$ cat config.mk
export PLATFORM = sky130hd
export DESIGN_NAME = sbcg_core
export DESIGN_NICKNAME = d
export VERILOG_FILES = /design/src/include/sbcg_pkg.sv /design/src/design/sbcg_core.sv
export SDC_FILE = /design/constraint.sdc
export NUM_CORES = 1
export LEC_CHECK = 0
export ABC_AREA = 1
export BUFFER_PORTS_ARGS = -buffer_cell sky130_fd_sc_hd__buf_4
export CORE_UTILIZATION = 56
export CTS_CLUSTER_DIAMETER = 60
export DETAILED_ROUTE_END_ITERATION = 10
export PLACE_DENSITY = 0.88
export SETUP_SLACK_MARGIN = 0.5
export SYNTH_ARGS = -nofsm -noshare
export SYNTH_HDL_FRONTEND = slang
export SYNTH_SLANG_ARGS = --single-unit
$ cat constraint.sdc
create_clock -name pclk -period 3.67 [get_ports pclk]
set_clock_uncertainty 0.15 [all_clocks]
set_input_delay 0 -clock pclk [delete_from_list [all_inputs] [get_ports pclk]]
set_output_delay 0 -clock pclk [all_outputs]
set_load 0.01 [all_outputs]
$ cat src/include/sbcg_pkg.sv
// constants and types of the serial port baud clock generator
// How it works
// - four clock modes, sync select picks async/sync
// - in sync, pin direction picks master/slave
// - double speed ignored in synchronous modes
// - clock pin idle in asynchronous modes
// - down-counter reloads at zero, low write
// - one baud pulse per counter zero
// - transmit clock is baud divided 2/8/16
// - receive clock is baud pulse, 2/8/16 states
// - normal async rate is fosc/(16(div+1))
// - double async rate is fosc/(8(div+1))
// - master rate is fosc/(2(div+1))
// - divisor is twelve bits, high plus low
// - double speed gives eight samples per bit
// - baud generator clocks all but slave mode
// - master drives clock pin, slave reads it
// - external clock synchronised, edge detected, two cycles
// - polarity chooses change and sample edges
package sbcg_pkg;
	localparam int DIV_W = 12;
	localparam logic [7:0] ADDR_CTRL = 8'h00;
	localparam logic [7:0] ADDR_DIV_LOW = 8'h04;
	localparam logic [7:0] ADDR_DIV_HIGH = 8'h08;
	localparam logic [7:0] ADDR_STATUS = 8'h0c;
	localparam int CTRL_SYNC = 0;
	localparam int CTRL_DOUBLE = 1;
	localparam int CTRL_DIR = 2;
	localparam int CTRL_POL = 3;
	localparam int CTRL_W = 4;
	localparam int HIGH_W = 4;
	localparam int ST_MODE_LSB = 12;
	localparam int ST_XCK = 14;
	localparam logic [3:0] CTRL_RESET = 4'h0;
	localparam logic [7:0] DIV_LOW_RESET = 8'h00;
	localparam logic [3:0] DIV_HIGH_RESET = 4'h0;
	localparam logic [4:0] TX_DIV_NORMAL = 5'h10;
	localparam logic [4:0] TX_DIV_DOUBLE = 5'h08;
	localparam logic [4:0] RX_ST_NORMAL = 5'h10;
	localparam logic [4:0] RX_ST_DOUBLE = 5'h08;
	localparam logic [4:0] RX_ST_SYNC = 5'h02;
	typedef enum logic [1:0] {
		MODE_ASYNC  = 2'b00,
		MODE_DOUBLE = 2'b01,
		MODE_MASTER = 2'b11,
		MODE_SLAVE  = 2'b10
	} sbcg_mode_t;
endpackage : sbcg_pkg

$ cat src/design/sbcg_core.sv
// apb-controlled baud clock generator with transfer clock pin handling
//
// Local design decisions: the APB interface to the registers and the register addresses.
module sbcg_core (
	input  wire logic        pclk,
	input  wire logic        presetn,
	input  wire logic        psel,
	input  wire logic        penable,
	input  wire logic        pwrite,
	input  wire logic [7:0]  paddr,
	input  wire logic [31:0] pwdata,
	output logic      [31:0] prdata,
	output logic             pready,
	output logic             pslverr,
	input  wire logic        xck_i,
	output logic             xck_o,
	output logic             xck_oe,
	output logic             txclk,
	output logic             rxclk,
	output logic             sync_change,
	output logic             sync_sample,
	output logic      [4:0]  rx_states
);
	logic [3:0]              ctrl;
	logic [7:0]              div_low;
	logic [3:0]              div_high;
	logic [3:0]              next_ctrl;
	logic [7:0]              next_div_low;
	logic [3:0]              next_div_high;
	logic                    next_pready;
	logic [31:0]             next_prdata;
	logic                    next_pslverr;
	logic [11:0]             bcnt;
	logic [11:0]             next_bcnt;
	logic [3:0]              pre;
	logic [3:0]              next_pre;
	logic                    xck_q;
	logic                    next_xck_q;
	logic                    s1;
	logic                    s2;
	logic                    s3;
	logic                    next_txclk;
	logic                    next_rxclk;
	logic                    next_change;
	logic                    next_sample;
	logic                    next_oe;
	logic [4:0]              next_rx_states;
	logic [11:0]             divisor;
	logic                    tick;
	logic                    low_wr;
	logic                    wr_en;
	logic                    rd_go;
	logic                    pol;
	logic                    rise;
	logic                    fall;
	logic [4:0]              tx_div;
	sbcg_pkg::sbcg_mode_t    mode;

	assign divisor = {div_high, div_low};
	assign pol     = ctrl[sbcg_pkg::CTRL_POL];
	assign wr_en   = psel & penable & pready & pwrite;
	assign rd_go   = psel & penable & ~pready & ~pwrite;
	assign low_wr  = wr_en & (paddr == sbcg_pkg::ADDR_DIV_LOW);
	assign tick    = (bcnt == 12'h000);
	assign rise    = s2 & ~s3;
	assign fall    = ~s2 & s3;

	// mode decode; double speed only counts when asynchronous
	always_comb begin
		if (!ctrl[sbcg_pkg::CTRL_SYNC]) begin
			if (ctrl[sbcg_pkg::CTRL_DOUBLE]) begin
				mode = sbcg_pkg::MODE_DOUBLE;
			end else begin
				mode = sbcg_pkg::MODE_ASYNC;
			end
		end else if (ctrl[sbcg_pkg::CTRL_DIR]) begin
			mode = sbcg_pkg::MODE_MASTER;
		end else begin
			mode = sbcg_pkg::MODE_SLAVE;
		end
	end

	// apb slave: one wait state, answer registered
	always_comb begin
		next_ctrl     = ctrl;
		next_div_low  = div_low;
		next_div_high = div_high;
		next_pready   = psel & penable & ~pready;
		next_prdata   = 32'h0000_0000;
		next_pslverr  = 1'b0;
		if (wr_en) begin
			case (paddr)
				sbcg_pkg::ADDR_CTRL: begin
					next_ctrl = pwdata[3:0];
				end
				sbcg_pkg::ADDR_DIV_LOW: begin
					next_div_low = pwdata[7:0];
				end
				sbcg_pkg::ADDR_DIV_HIGH: begin
					next_div_high = pwdata[3:0];
				end
				default: begin
					next_ctrl = ctrl;
				end
			endcase
		end
		if (psel & penable & ~pready) begin
			case (paddr)
				sbcg_pkg::ADDR_CTRL,
				sbcg_pkg::ADDR_DIV_LOW,
				sbcg_pkg::ADDR_DIV_HIGH: begin
					next_pslverr = 1'b0;
				end
				sbcg_pkg::ADDR_STATUS: begin
					next_pslverr = pwrite;
				end
				default: begin
					next_pslverr = 1'b1;
				end
			endcase
		end
		if (rd_go) begin
			case (paddr)
				sbcg_pkg::ADDR_CTRL: begin
					next_prdata[3:0] = ctrl;
				end
				sbcg_pkg::ADDR_DIV_LOW: begin
					next_prdata[7:0] = div_low;
				end
				sbcg_pkg::ADDR_DIV_HIGH: begin
					next_prdata[3:0] = div_high;
				end
				sbcg_pkg::ADDR_STATUS: begin
					next_prdata[11:0] = bcnt;
					next_prdata[sbcg_pkg::ST_MODE_LSB +: 2] = mode;
					next_prdata[sbcg_pkg::ST_XCK] = xck_q;
				end
				default: begin
					next_prdata = 32'h0000_0000;
				end
			endcase
		end
	end

	always_ff @(posedge pclk or negedge presetn) begin
		if (!presetn) begin
			ctrl     <= sbcg_pkg::CTRL_RESET;
			div_low  <= sbcg_pkg::DIV_LOW_RESET;
			div_high <= sbcg_pkg::DIV_HIGH_RESET;
			pready   <= 1'b0;
			prdata   <= 32'h0000_0000;
			pslverr  <= 1'b0;
		end else begin
			ctrl     <= next_ctrl;
			div_low  <= next_div_low;
			div_high <= next_div_high;
			pready   <= next_pready;
			prdata   <= next_prdata;
			pslverr  <= next_pslverr;
		end
	end

	// baud down-counter, transmit prescaler and master clock
	always_comb begin
		next_bcnt  = bcnt - 12'h001;
		next_pre   = pre;
		next_xck_q = xck_q;
		if (low_wr) begin
			next_bcnt = {div_high, pwdata[7:0]};
		end else if (tick) begin
			next_bcnt = divisor;
		end
		if (mode == sbcg_pkg::MODE_DOUBLE) begin
			tx_div = sbcg_pkg::TX_DIV_DOUBLE;
		end else begin
			tx_div = sbcg_pkg::TX_DIV_NORMAL;
		end
		if (ctrl[sbcg_pkg::CTRL_SYNC]) begin
			next_pre = 4'h0;
		end else if (tick) begin
			if ({1'b0, pre} == tx_div - 5'h01) begin
				next_pre = 4'h0;
			end else begin
				next_pre = pre + 4'h1;
			end
		end
		// idle level follows polarity so the first edge is a change edge
		if (mode != sbcg_pkg::MODE_MASTER) begin
			next_xck_q = pol;
		end else if (tick) begin
			next_xck_q = ~xck_q;
		end
	end

	always_ff @(posedge pclk or negedge presetn) begin
		if (!presetn) begin
			bcnt  <= 12'h000;
			pre   <= 4'h0;
			xck_q <= 1'b0;
		end else begin
			bcnt  <= next_bcnt;
			pre   <= next_pre;
			xck_q <= next_xck_q;
		end
	end

	// s1 feeds only s2; edges are taken between s2 and s3
	always_ff @(posedge pclk or negedge presetn) begin
		if (!presetn) begin
			s1 <= 1'b0;
			s2 <= 1'b0;
			s3 <= 1'b0;
		end else begin
			s1 <= xck_i;
			s2 <= s1;
			s3 <= s2;
		end
	end

	// clock enables toward transmitter and receiver
	always_comb begin
		next_txclk     = 1'b0;
		next_rxclk     = 1'b0;
		next_change    = 1'b0;
		next_sample    = 1'b0;
		next_oe        = 1'b0;
		next_rx_states = sbcg_pkg::RX_ST_NORMAL;
		case (mode)
			sbcg_pkg::MODE_ASYNC: begin
				next_rxclk = tick;
				next_txclk = tick & ({1'b0, pre} == tx_div - 5'h01);
			end
			sbcg_pkg::MODE_DOUBLE: begin
				next_rxclk     = tick;
				next_txclk     = tick & ({1'b0, pre} == tx_div - 5'h01);
				next_rx_states = sbcg_pkg::RX_ST_DOUBLE;
			end
			sbcg_pkg::MODE_MASTER: begin
				next_oe        = 1'b1;
				next_rxclk     = tick;
				next_change    = tick & (xck_q == pol);
				next_sample    = tick & (xck_q != pol);
				next_txclk     = next_change;
				next_rx_states = sbcg_pkg::RX_ST_SYNC;
			end
			sbcg_pkg::MODE_SLAVE: begin
				// an edge every cycle is followed; the two-cycle pipeline only adds delay
				next_change    = pol ? fall : rise;
				next_sample    = pol ? rise : fall;
				next_rxclk     = rise | fall;
				next_txclk     = next_change;
				next_rx_states = sbcg_pkg::RX_ST_SYNC;
			end
			default: begin
				next_oe = 1'b0;
			end
		endcase
	end

	always_ff @(posedge pclk or negedge presetn) begin
		if (!presetn) begin
			txclk       <= 1'b0;
			rxclk       <= 1'b0;
			sync_change <= 1'b0;
			sync_sample <= 1'b0;
			xck_oe      <= 1'b0;
			xck_o       <= 1'b0;
			rx_states   <= sbcg_pkg::RX_ST_NORMAL;
		end else begin
			txclk       <= next_txclk;
			rxclk       <= next_rxclk;
			sync_change <= next_change;
			sync_sample <= next_sample;
			xck_oe      <= next_oe;
			xck_o       <= next_xck_q & next_oe;
			rx_states   <= next_rx_states;
		end
	end
endmodule : sbcg_core

* After elaboration in Yosys (flattened, before gate mapping)
Cells that the tools add are included.
** Storage, ports and cells
- Input port bits :: 46
- Output and inout bits :: 45
- Flip-flop bits (word level) :: 81
** Operators by class
- Bitwise gates (word level) :: 18
- Multiplexer cells :: 25
- Add/sub/neg operators :: 3
- Reductions and logical operators :: 11
- Eq/ne operators :: 10
** Operators with widths (count)
- $mux W12 :: 2
- $eq A8 B4 Y1 const B :: 2
- $pmux W4 S4 :: 1
- $mux W15 :: 1
- $and A1 B1 Y1 :: 12
- $logic_not A12 Y1 :: 1
- $mux W4 :: 3
- $sub A12 B1 Y12 const B :: 1
- $pmux W5 S2 :: 1
- $eq A8 B3 Y1 const B :: 1
- $logic_not A8 Y1 :: 1
- $mux W1 :: 8
- $pmux W1 S2 :: 4
- $pmux W4 S2 :: 1
- $mux W7 :: 1
- $reduce_and A2 Y1 :: 3
- $reduce_or A3 Y1 :: 2
- $eq A4 B5 Y1 :: 1
- $mux W5 :: 1
- $not A1 Y1 :: 5
- $sub A5 B1 Y5 const B :: 1
- $add A4 B1 Y4 const B :: 1
- $eq A2 B2 Y1 const B :: 2
- $reduce_or A2 Y1 :: 2
- other kinds (9) :: 9

* Depth between registers and ports, before layout
Gate-level depths: netlist of the first run.
- Depth in word-level cells :: 9
- Mapped depth :: 10

* Worst setup path before layout of the first run
No wires, ideal clock.
- Path kind :: flip-flop to flip-flop
- From :: register bcnt[0]
- To :: register bcnt[4]
- Setup time :: 117 ps
- Data required time :: 3403 ps
- Period minus slack after synthesis :: 1583 ps
- Stages on the path, launching flop included :: 11
- Arrival :: 1315 ps
- Setup slack :: 2087 ps
- Cell sequence :: dfrtp_1 > inv_1 > ha_1 > nand2_1 > nor2_2 > nand3_4 > nand2_4 > buf_12 > nand2_2 > nand2_1 > nand2_1
** On the way
- Cells in the longest elaborated chain, start to end :: 3
- Elaborated cells on any way between the ends :: 4
** RTL lines
- from (decl) :: RTL line sbcg_core.sv:33 : logic [11:0] bcnt;
- from (signal assigned) :: RTL line sbcg_core.sv:201 : bcnt <= next_bcnt;
- $sub A12 B1 Y12 or $logic_not A12 Y1 (tied branches) :: RTL line sbcg_core.sv:165, sbcg_core.sv:64
- $mux W12 * :: RTL line sbcg_core.sv:170 : end else if (tick) begin
- $mux W12 * :: RTL line sbcg_core.sv:168 : if (low_wr) begin
- named net next_bcnt[4] :: RTL line sbcg_core.sv:34 : logic [11:0] next_bcnt;
The timed path passes the listed nets; every way through them passes the cells marked *.
A chain may end at the register's enable or synchronous reset.

* Worst setup path after layout of the first run
- From :: input paddr[4]
- To :: register prdata[4]
** On the way
- Cells in the longest elaborated chain, start to end :: 3
- Elaborated cells on any way between the ends :: 4
** RTL lines
- from (decl) :: RTL line sbcg_core.sv:10 : input wire logic [7:0] paddr,
- $eq A8 B4 Y1 or $eq A8 B3 Y1 (tied branches) :: RTL line sbcg_core.sv:123 : case (paddr)
- $pmux W4 S2 * :: RTL line sbcg_core.sv:123
- $mux W15 * :: RTL line sbcg_core.sv:122 : if (rd_go) begin
- named net next_prdata[4] :: RTL line sbcg_core.sv:31 : logic [31:0] next_prdata;
- to (signal assigned) :: RTL line sbcg_core.sv:158 : prdata <= next_prdata;
- to (decl) :: RTL line sbcg_core.sv:12 : output logic [31:0] prdata,
Marked as above.

==> impl_metrics.py, run 1 <==
metrics = {
    "hold_path": {
        "min_path_type": "input port to flip-flop",
    },
    "cts": {
        "cts_buffers": 9,
        "holdBufCountCts": 17,
        "htree_levels": 3,
        "worstSkewPairLatency_ps": 350,
        "root_buffer": "clkbuf_8",
        "cts_resized": 0,
        "cts.sinks": 62,
        "clkSlewWorstSetupHoldPaths_ps": 70,
        "cts.path.max_buffers": 2,
        "tritoncts": "done",
        "cts_setup_buffers": 0,
    },
    "pwr": {
        "vdd_drop_max_v": 0.000261,
        "p_leak_nw": 2.10,
        "finalPower_mw": 2.10,
        "powerDensity_nw_per_um2": 532,
    },
    "die": {
        "io_pins": 91,
        "die_x_um": 77.8,
        "die_y_um": 77.8,
        "initial_utilization_pct": 58.1,
        "core_area_um2": 5540,
        "dieArea_um2": 6060,
        "num_rows": 27,
    },
    "route": {
        "drt_iter0_markers": 189,
        "num_vias": 2742,
        "ant_nets": 0,
        "drt_wl_total_um": 7000,
        "wire_per_inst_um": 12.8,
        "vias_per_cell": 5.02,
        "drc": 0,
        "drt_pass1_iterations": 5,
    },
    "sta": {
        "layout_setup_ws_ps": 1500,
        "timing.setup.tns_ps": 0,
        "finalHoldViolCount": 0,
        "slew_violations": 0,
        "period_needed_ps": 2170,
        "slew_headroom_pct": 50.6,
        "fin_crit_sh_pct": 59.1,
        "tightest_slew_ps": 741,
        "rsz0062_at_grt": "false",
        "finalSetupViolations": 0,
        "fmax_mhz": 461,
    },
    "worst_setup_path": {
        "path_class": "input port to flip-flop",
        "cp_top_family": "buffers and inverters",
        "cp_num_buf_inv": 3,
        "cp_slowest_stage_delay_ps": 590,
        "worstPathRequired_ps": 3780,
        "cp.arrival_ps": 2280,
        "crit_chain": "dlygate4sd3_1, buf_4, nor2_1, dlygate4sd3_1, nand2_2, nor2_4, nand3_2, o22ai_1",
        "crit_path_frequent_cell": "dlygate4sd3_1",
        "path_max_fanout": 12,
        "end_kind": "flip-flop",
        "crit_path_start_kind": "input port",
        "crit_slowest_cell": "dlygate4sd3_1",
    },
    "finish": {
        "final_cell_mix": "nand2_1 (123), dfrtp_1 (61), buf_4 (47)",
        "layout_commonest_cell": "nand2_1",
        "nets": 520,
        "utilization_pct": 71.4,
        "diodes": 0,
        "syn2layout_area_growth_pct": 22.8,
        "layout-drive-gt1-share_pct": 23.8,
    },
    "yosys": {
        "yosysTopAreaCellShare_pct": 47.4,
        "synth_cell_types": 32,
        "synth_area_leaders": "dfrtp_1 (47%), nand2_1 (14%), nand3_1 (5.3%)",
        "ys_warn_count": 0,
        "synth_area_um2": 3220,
        "synth_seq_cells": 62,
        "seq_area_frac_synth_pct": 48.2,
        "syn_inst": 400,
        "synth.avg_cell_area_um2": 8.05,
        "yosys.area.top_type": "dfrtp_1",
    },
    "grt": {
        "grt_pass1_wl_um": 11800,
        "track_usage_pct": 25.9,
        "grt_max_degree": 63,
        "grt_antenna_before_repair": 0,
        "first_global_vias": 2670,
        "overflow": 0,
    },
    "placed_design": {
        "place_hpwl_um": 4790,
        "gp_congestion": 0.936,
        "io_buffers": 47,
        "dpl_worst_slack_ps": 1680,
    },
    "job": {
        "drv_cap": 0,
    },
    "outcome": {
        "outcome": "finished, final reports clean",
    },
}
[final timing paths]
| path | from | endpoint | slack [ps] | cells after the start |
|---|---|---|---|---|
| min in group asynchronous | presetn | bcnt[4]$_DFF_PN0_ | 100 | 2 |
| min | paddr[6] | pslverr$_DFF_PN0_ | 2 | 7 |
| max reg2reg | bcnt[0]$_DFF_PN0_ | bcnt[11]$_DFF_PN0_ | 1640 | 9 |
| max | paddr[4] | prdata[4]$_DFF_PN0_ | 1500 | 8 |
| max in group asynchronous | presetn | pre[2]$_DFFE_PN0P_ | 2780 | 2 |
| min reg2reg | s1$_DFF_PN0_ | s2$_DFF_PN0_ | 200 | 0 |
[flip-flops by register name, summed over array words and instances, names as in the netlist]
register,cells
div_high,4
pslverr,1
txclk,1
s1,1
pre,4
s3,1
sync_change,1
pready,1
bcnt,12
rxclk,1
rx_states,3
prdata,15
xck_oe,1
sync_sample,1
xck_o,1
div_low,8
ctrl,4
xck_q,1
s2,1
[Yosys cell counts]
| cell type | number |
|---|---|
| nand2_1 | 123 |
| dfrtp_1 | 61 |
| nor2_1 | 43 |
| nand3_1 | 34 |
| inv_1 | 29 |
| buf_4 | 20 |
| inv_2 | 15 |
| nand2_2 | 13 |
| o21ai_0 | 13 |
| nor2_2 | 11 |
| ha_1 | 5 |
| nor2_4 | 4 |
| o22ai_1 | 4 |
| o211ai_1 | 3 |
| nand3_4 | 2 |
| nand4_1 | 2 |
| nor3_1 | 2 |
| xor2_1 | 2 |
| a21oi_2 | 1 |
| buf_12 | 1 |
| buf_2 | 1 |
| buf_6 | 1 |
| clkbuf_1 | 1 |
| clkinv_1 | 1 |
| conb_1 | 1 |
| dfstp_2 | 1 |
| mux2i_1 | 1 |
| nand2_4 | 1 |
| nand3_2 | 1 |
| o21ai_1 | 1 |
| o31ai_2 | 1 |
| xnor2_1 | 1 |
[power by group]
part           internal, mW  leakage, nW  total, mW  switching, mW
registers             0.770        0.825      0.873          0.103
logic                 0.177         1.16      0.502          0.324
clock network         0.452        0.112      0.729          0.276
[worst register-to-register path: cells and delay by family (launching register included)]
| family | cells | cell delay [ps] |
|---|---|---|
| adder cells (fa/ha/maj) | 1 | 250 |
| flip-flops | 1 | 410 |
| buffers and inverters | 2 | 260 |
| AND/OR/NAND/NOR | 6 | 850 |
[per-layer routing]
layer	vias up	global-route usage (%)	share of wire, %
met2	99	45.5	50
met1	1276	29.7	41
met3	19	3.88	5.9
met4	0	15.8	3.3
li1	1348	-	-
met5	-	0	0
[layout make-up]
cell class	count	area, um^2
clock inverter	7	121
inverter	45	169
timing repair buffer	64	523
clock buffer	9	124
sequential	62	1550
multi-input combinational	287	1380
fill	431	1580
tap	72	90.1
[through the flow]
stage               cell area, um^2  cells  hold WS (ps)
floorplan                      3290    418          -446
global placement               3540    513         -42.5
detailed placement             3540    513         -36.7
CTS                            3960    546          2.96
global route                   3960    546          57.6
finish                         3960    546          2.09
[cell families after synthesis]
logic type                 Yosys count  synth area share (%)
AOI/OAI and AO/OA                   23                  4.31
xor gates and xnor gates             3                 0.816
adders and majority gates            5                  1.94
buffers and inverters               69                  11.1
DFF                                 62                  48.2
muxes                                1                 0.311
other                                1                 0.116
and+or+nand+nor                    236                  33.1
(Power assumes the default switching activity.)
==> run 2: changes to the inputs <==
Settings changed: CORE_UTILIZATION 56 to 47, PLACE_DENSITY 0.88 to 0.79.
Clock period 3.67 ns to 1.9 ns, I/O delays scaled along.
==> impl_metrics.py, run 2 (same netlist as run 1, synthesis figures left out) <==
metrics = {
    "outcome": {
        "outcome": "complete, but fails checks",
        "violations": "DRC, hold timing",
    },
    "cts": {
        "cts.path.max_buffers": 2,
        "cts_buffers": 9,
        "root_buffer": "clkbuf_8",
        "clkSlewWorstSetupHoldPaths_ps": 70,
        "worstSkewPairLatency_ps": 350,
        "cts.sinks": 62,
        "tritoncts": "done",
        "htree_levels": 3,
    },
    "finish": {
        "largest_reg_flops": 15,
        "layout_commonest_cell": "nand2_1",
        "fill_cells": 520,
        "final_cell_mix": "nand2_1 (100), buf_4 (65), dfrtp_1 (58)",
        "final_cells": 574,
        "layout-drive-gt1-share_pct": 37.4,
        "regArea_um2": 1560,
        "diodes": 0,
        "top_register": "prdata",
        "reg_top3": "prdata x15, bcnt x12, div_low x8",
        "multiInputGateArea_um2": 1650,
        "syn2layout_area_growth_pct": 36.1,
        "nets": 543,
    },
    "die": {
        "die_x_um": 84.8,
        "die_y_um": 84.8,
        "num_rows": 29,
        "io_pins": 91,
        "core_area_um2": 6490,
        "initial_utilization_pct": 49.6,
        "dieArea_um2": 7190,
    },
    "route": {
        "num_vias": 2950,
        "drc": 3,
        "drt_iter0_markers": 211,
        "vias_per_cell": 5.14,
        "ant_nets": 0,
        "wire_per_inst_um": 14.1,
        "drt_pass1_iterations": 10,
        "drt_wl_total_um": 8100,
    },
    "placed_design": {
        "io_buffers": 47,
        "gp_congestion": 0.910,
        "place_hpwl_um": 4870,
        "dp_cells": 519,
    },
    "worst_setup_path": {
        "ff2ff_path_depth": 9,
        "cp.arrival_ps": 1770,
        "worstPathRequired_ps": 2030,
        "crit_path_start_kind": "flip-flop",
        "cp_num_buf_inv": 2,
        "cp_top_family": "simple AND/OR/NAND/NOR gates",
        "crit_path_frequent_cell": "nand2_1",
        "r2r-start": "bcnt[0]$_DFF_PN0_",
        "crit_slowest_cell": "dfrtp_1",
        "rrSetupSlack_ps": 260,
        "end_kind": "flip-flop",
        "path_class": "flip-flop to flip-flop",
        "r2r_end": "bcnt[2]$_DFF_PN0_",
        "cp_slowest_stage_delay_ps": 390,
        "crit_chain": "inv_2, ha_4, nand2_4, nor2_4, nand3_4, buf_6, nand3_1, nand2_1, nand2_1",
        "path_max_fanout": 8,
    },
    "grt": {
        "grt_max_degree": 63,
        "grtUsageMet3_pct": 5.60,
        "grt_util_met2_pct": 38.2,
        "grt_antenna_before_repair": 0,
        "globalRoute.busiestLayer": "met2",
        "grt_pass1_wl_um": 12700,
        "overflow": 0,
        "first_global_vias": 2780,
        "track_usage_pct": 22.8,
        "use_met1_pct": 27.7,
    },
    "sta": {
        "finalSetupViolations": 0,
        "finalHoldViolCount": 1,
        "slew_headroom_pct": 49.0,
        "rsz0062_at_grt": "true",
        "slew_violations": 0,
        "fmax_mhz": 610,
        "period_needed_ps": 1640,
        "fin_hold_ws_ps": -8.43,
        "fin_crit_sh_pct": 86.3,
        "tightest_slew_ps": 765,
        "timing.setup.tns_ps": 0,
    },
    "job": {
        "drv_cap": 0,
    },
    "hold_path": {
        "min_path_type": "input port to flip-flop",
        "worstHoldEndpoint": "ctrl[0]$_DFFE_PN0P_",
        "worstHoldPathCells": 6,
        "hold_path_startpoint": "paddr[0]",
    },
    "pwr": {
        "vdd_drop_max_v": 0.000544,
        "finalPower_mw": 4.23,
        "powerDensity_nw_per_um2": 965,
        "p_leak_nw": 2.28,
    },
}
run 2: cell types whose count changed in the layout (fill, tap and decap cells not counted), sizes merged:
cell	change
buf	+23
bufinv	-2
clkbuf	+1
clkinv	+2
clkinvlp	-2
dlygate4sd3	-3
inv	+1
nand2	+1
nand3	+2
run 2: per-layer routing:
| layer | vias to the layer above | part of all wire (%) |
|---|---|---|
| met2 | 143 | 51 |
| met4 | 0 | 3.3 |
| met5 | - | 0 |
| met3 | 29 | 6.8 |
| li1 | 1398 | - |
| met1 | 1380 | 39 |
run 2: worst max-delay path by stage:
stage                     cells past startpoint              start                 end
final                                         9  bcnt[0]$_DFF_PN0_   bcnt[2]$_DFF_PN0_
after global placement                        9  bcnt[0]$_DFF_PN0_  bcnt[11]$_DFF_PN0_
after floorplan                              10  bcnt[0]$_DFF_PN0_   bcnt[4]$_DFF_PN0_
after detailed placement                      9  bcnt[0]$_DFF_PN0_  bcnt[10]$_DFF_PN0_
after CTS                                     9  bcnt[0]$_DFF_PN0_   bcnt[4]$_DFF_PN0_
after global routing                          9  bcnt[0]$_DFF_PN0_   bcnt[4]$_DFF_PN0_
run 2: cell type report:
cell class / count / share of cell area (%)
inverter: 45 / 4.31
tap: 77 / 2.20
timing repair buffer: 84 / 16.0
clock inverter: 6 / 1.40
sequential: 62 / 35.5
multi-input combinational: 290 / 37.6
clock buffer: 10 / 2.91
run 2: per-stage QoR:
| step | worst slack, ps | utilization [%] | area (um^2) | hold slack (ps) |
|---|---|---|---|---|
| CTS | 334 | 63.1 | 4100 | 6.63 |
| detailed placement | 231 | 55.0 | 3570 | -34.7 |
| finish | 260 | 67.5 | 4380 | -8.43 |
| global placement | 253 | 55.0 | 3570 | -37.9 |
| global route | 231 | 67.5 | 4380 | 6.54 |
| floorplan | 459 | - | 3310 | -446 |
run 2: where the power goes:
| group | internal [mW] | switching, mW | total (mW) |
|---|---|---|---|
| Clock | 0.603 | 0.539 | 1.14 |
| Sequential | 1.49 | 0.215 | 1.71 |
| Combinational | 0.568 | 0.813 | 1.38 |
run 2: repair_timing:
action	CTS	global route
resized for setup	29	50
setup buffers	10	12
gates cloned	2	1
setup endpoints to repair	38	51
hold buffers	14	0
endpoints found under the hold margin	96	0
pin swaps	15	13
run 2: worst register-to-register path, cell delays in order (launching register included):
cell	delay (ps)
dfrtp_1	390
inv_2	100
ha_4	170
nand2_4	50
nor2_4	90
nand3_4	170
buf_6	190
nand3_1	100
nand2_1	80
nand2_1	70
==> run 3: changes to the inputs <==
Settings changed: SETUP_SLACK_MARGIN 0.5 to 0.1.
==> impl_metrics.py, run 3 (same netlist as run 1, synthesis figures left out) <==
metrics = {
    "outcome": {
        "outcome": "complete, but fails checks",
        "violations": "DRC",
    },
    "finish": {
        "layout-drive-gt1-share_pct": 24.7,
        "nets": 519,
        "reg_top3": "prdata x15, bcnt x12, div_low x8",
        "syn2layout_area_growth_pct": 22.5,
        "utilization_pct": 60.7,
        "top_register": "prdata",
        "diodes": 0,
        "layout_commonest_cell": "nand2_1",
        "largest_reg_flops": 15,
        "final_cell_mix": "nand2_1 (123), dfrtp_1 (61), buf_4 (47)",
    },
    "worst_setup_path": {
        "crit_chain": "inv_2, ha_2, nand2_1, nor2_2, nand3_4, buf_6, nand2_1, nand3_1, o21ai_0",
        "cp_num_buf_inv": 2,
        "path_class": "flip-flop to flip-flop",
        "worstPathRequired_ps": 2020,
        "crit_path_start_kind": "flip-flop",
        "path_max_fanout": 12,
        "r2r-start": "bcnt[0]$_DFF_PN0_",
        "crit_slowest_cell": "dfrtp_1",
        "crit_path_frequent_cell": "nand2_1",
        "end_kind": "flip-flop",
        "cp.arrival_ps": 1790,
        "cp_slowest_stage_delay_ps": 400,
        "critPathLaunch": "bcnt[0]$_DFF_PN0_",
        "cp_top_family": "simple AND/OR/NAND/NOR gates",
    },
    "hold_path": {
        "hold_path_startpoint": "paddr[5]",
        "min_path_type": "input port to flip-flop",
    },
    "pwr": {
        "power_frac_comb_pct": 24.3,
        "netSwitchingPower_mw": 1.33,
        "vdd_drop_max_v": 0.000400,
        "powerDensity_nw_per_um2": 998,
        "power.share.switching_pct": 33.9,
        "clkPwrFrac_pct": 32.9,
        "seqPwrFrac_pct": 42.8,
        "internal_power_mw": 2.60,
        "p_leak_nw": 2.10,
    },
    "grt": {
        "grt_util_met2_pct": 36.6,
        "globalRoute.busiestLayer": "met2",
        "first_global_vias": 2621,
        "grtUsageMet3_pct": 4.33,
        "use_met1_pct": 26.8,
        "grt_max_degree": 63,
        "grt_pass1_wl_um": 12000,
        "overflow": 0,
        "track_usage_pct": 21.6,
        "grt_antenna_before_repair": 0,
    },
    "cts": {
        "htree_levels": 3,
        "clkSlewWorstSetupHoldPaths_ps": 70,
        "cts.path.max_buffers": 2,
        "cts.sinks": 62,
        "worstSkewPairLatency_ps": 350,
        "tritoncts": "done",
        "cts_buffers": 9,
        "cts_setup_buffers": 0,
        "root_buffer": "clkbuf_8",
    },
    "die": {
        "io_pins": 91,
        "num_rows": 29,
        "dieArea_um2": 7190,
        "die_y_um": 84.8,
        "core_area_um2": 6490,
        "initial_utilization_pct": 49.6,
        "die_x_um": 84.8,
    },
    "route": {
        "drt_pass1_iterations": 8,
        "drt_iter0_markers": 148,
        "num_vias": 2710,
        "drt_wl_total_um": 7060,
        "vias_per_cell": 4.93,
        "drc": 3,
        "wire_per_inst_um": 12.8,
        "ant_nets": 0,
    },
    "sta": {
        "slew_headroom_pct": 49.3,
        "timing.setup.tns_ps": 0,
        "slew_violations": 0,
        "finalSetupViolations": 0,
        "rsz0062_at_grt": "false",
        "finalHoldViolCount": 0,
        "fin_crit_sh_pct": 88.2,
        "layout_setup_ws_ps": 225,
        "fin_hold_ws_ps": 2.90,
        "period_needed_ps": 1680,
        "fmax_mhz": 597,
        "tightest_slew_ps": 761,
    },
    "placed_design": {
        "io_buffers": 47,
        "place_hpwl_um": 5000,
        "dpl_worst_slack_ps": 123,
        "gp_congestion": 0.915,
    },
    "job": {
        "drv_cap": 0,
    },
}
-- run 3: cell count changes in the layout (fill, tap and decap cells not counted), moves of 3 or more --
cell,before,now
nand3_4,5,2
nand2_1,100,123
o21ai_1,5,0
nor2_4,13,4
dfrtp_1,58,61
inv_1,25,28
o21ai_0,8,13
nand2_4,8,0
nor2_1,32,43
dfrtp_2,3,0
nand2_2,29,13
buf_4,65,47
-- run 3: what timing repair did --
item	in CTS	in global routing
hold buffers	15	0
endpoints found under the hold margin	96	0
resized for setup	0	5
setup endpoints to repair	0	8
-- run 3: area by class of cell --
class	count	area, um^2
multi-input combinational	287	1390
timing repair buffer	63	514
tap	77	96.3
clock buffer	10	138
fill	557	2550
inverter	45	169
sequential	62	1550
clock inverter	6	83.8
-- run 3: path summary, 6_finish.rpt --
kind	cells past startpoint	slack [ps]	endpoint
max in group asynchronous	2	970	rx_states[3]$_DFF_PN0_
max	9	220	xck_q$_DFF_PN0_
min reg2reg	0	200	s2$_DFF_PN0_
min	7	3	pslverr$_DFF_PN0_
min in group asynchronous	2	110	prdata[4]$_DFF_PN0_
max reg2reg	9	220	xck_q$_DFF_PN0_
-- run 3: power by group through the flow --
stage	combinational, mW	clock (mW)	sequential, mW
after floorplan	0.721	0	1.65
after global placement	0.881	0	1.70
after detailed placement	0.912	0	1.70
after CTS	0.941	1.32	1.68
after global routing	1.08	1.36	1.71
final	0.955	1.30	1.68
-- run 3: per-stage QoR --
step                std cells  cell area [um^2]  power [mW]
global placement          519              3550        2.58
finish                    550              3950        3.94
floorplan                 418              3290        2.37
detailed placement        519              3550        2.61
global route              550              3950        4.15
CTS                       550              3930        3.94
-- run 3: routing by layer --
layer	share of wire, %	vias up
met2	50	84
met3	5.1	14
met1	43	1274
li1	-	1338
met5	0	-
met4	1.9	0
-- run 3: worst reg2reg max path: cells and delay by family (launching register included) --
family	cells	cell delay (ps)
compound gates	1	90
fa+ha+maj	1	200
buf+inv	2	270
flops	1	400
simple gates	5	480
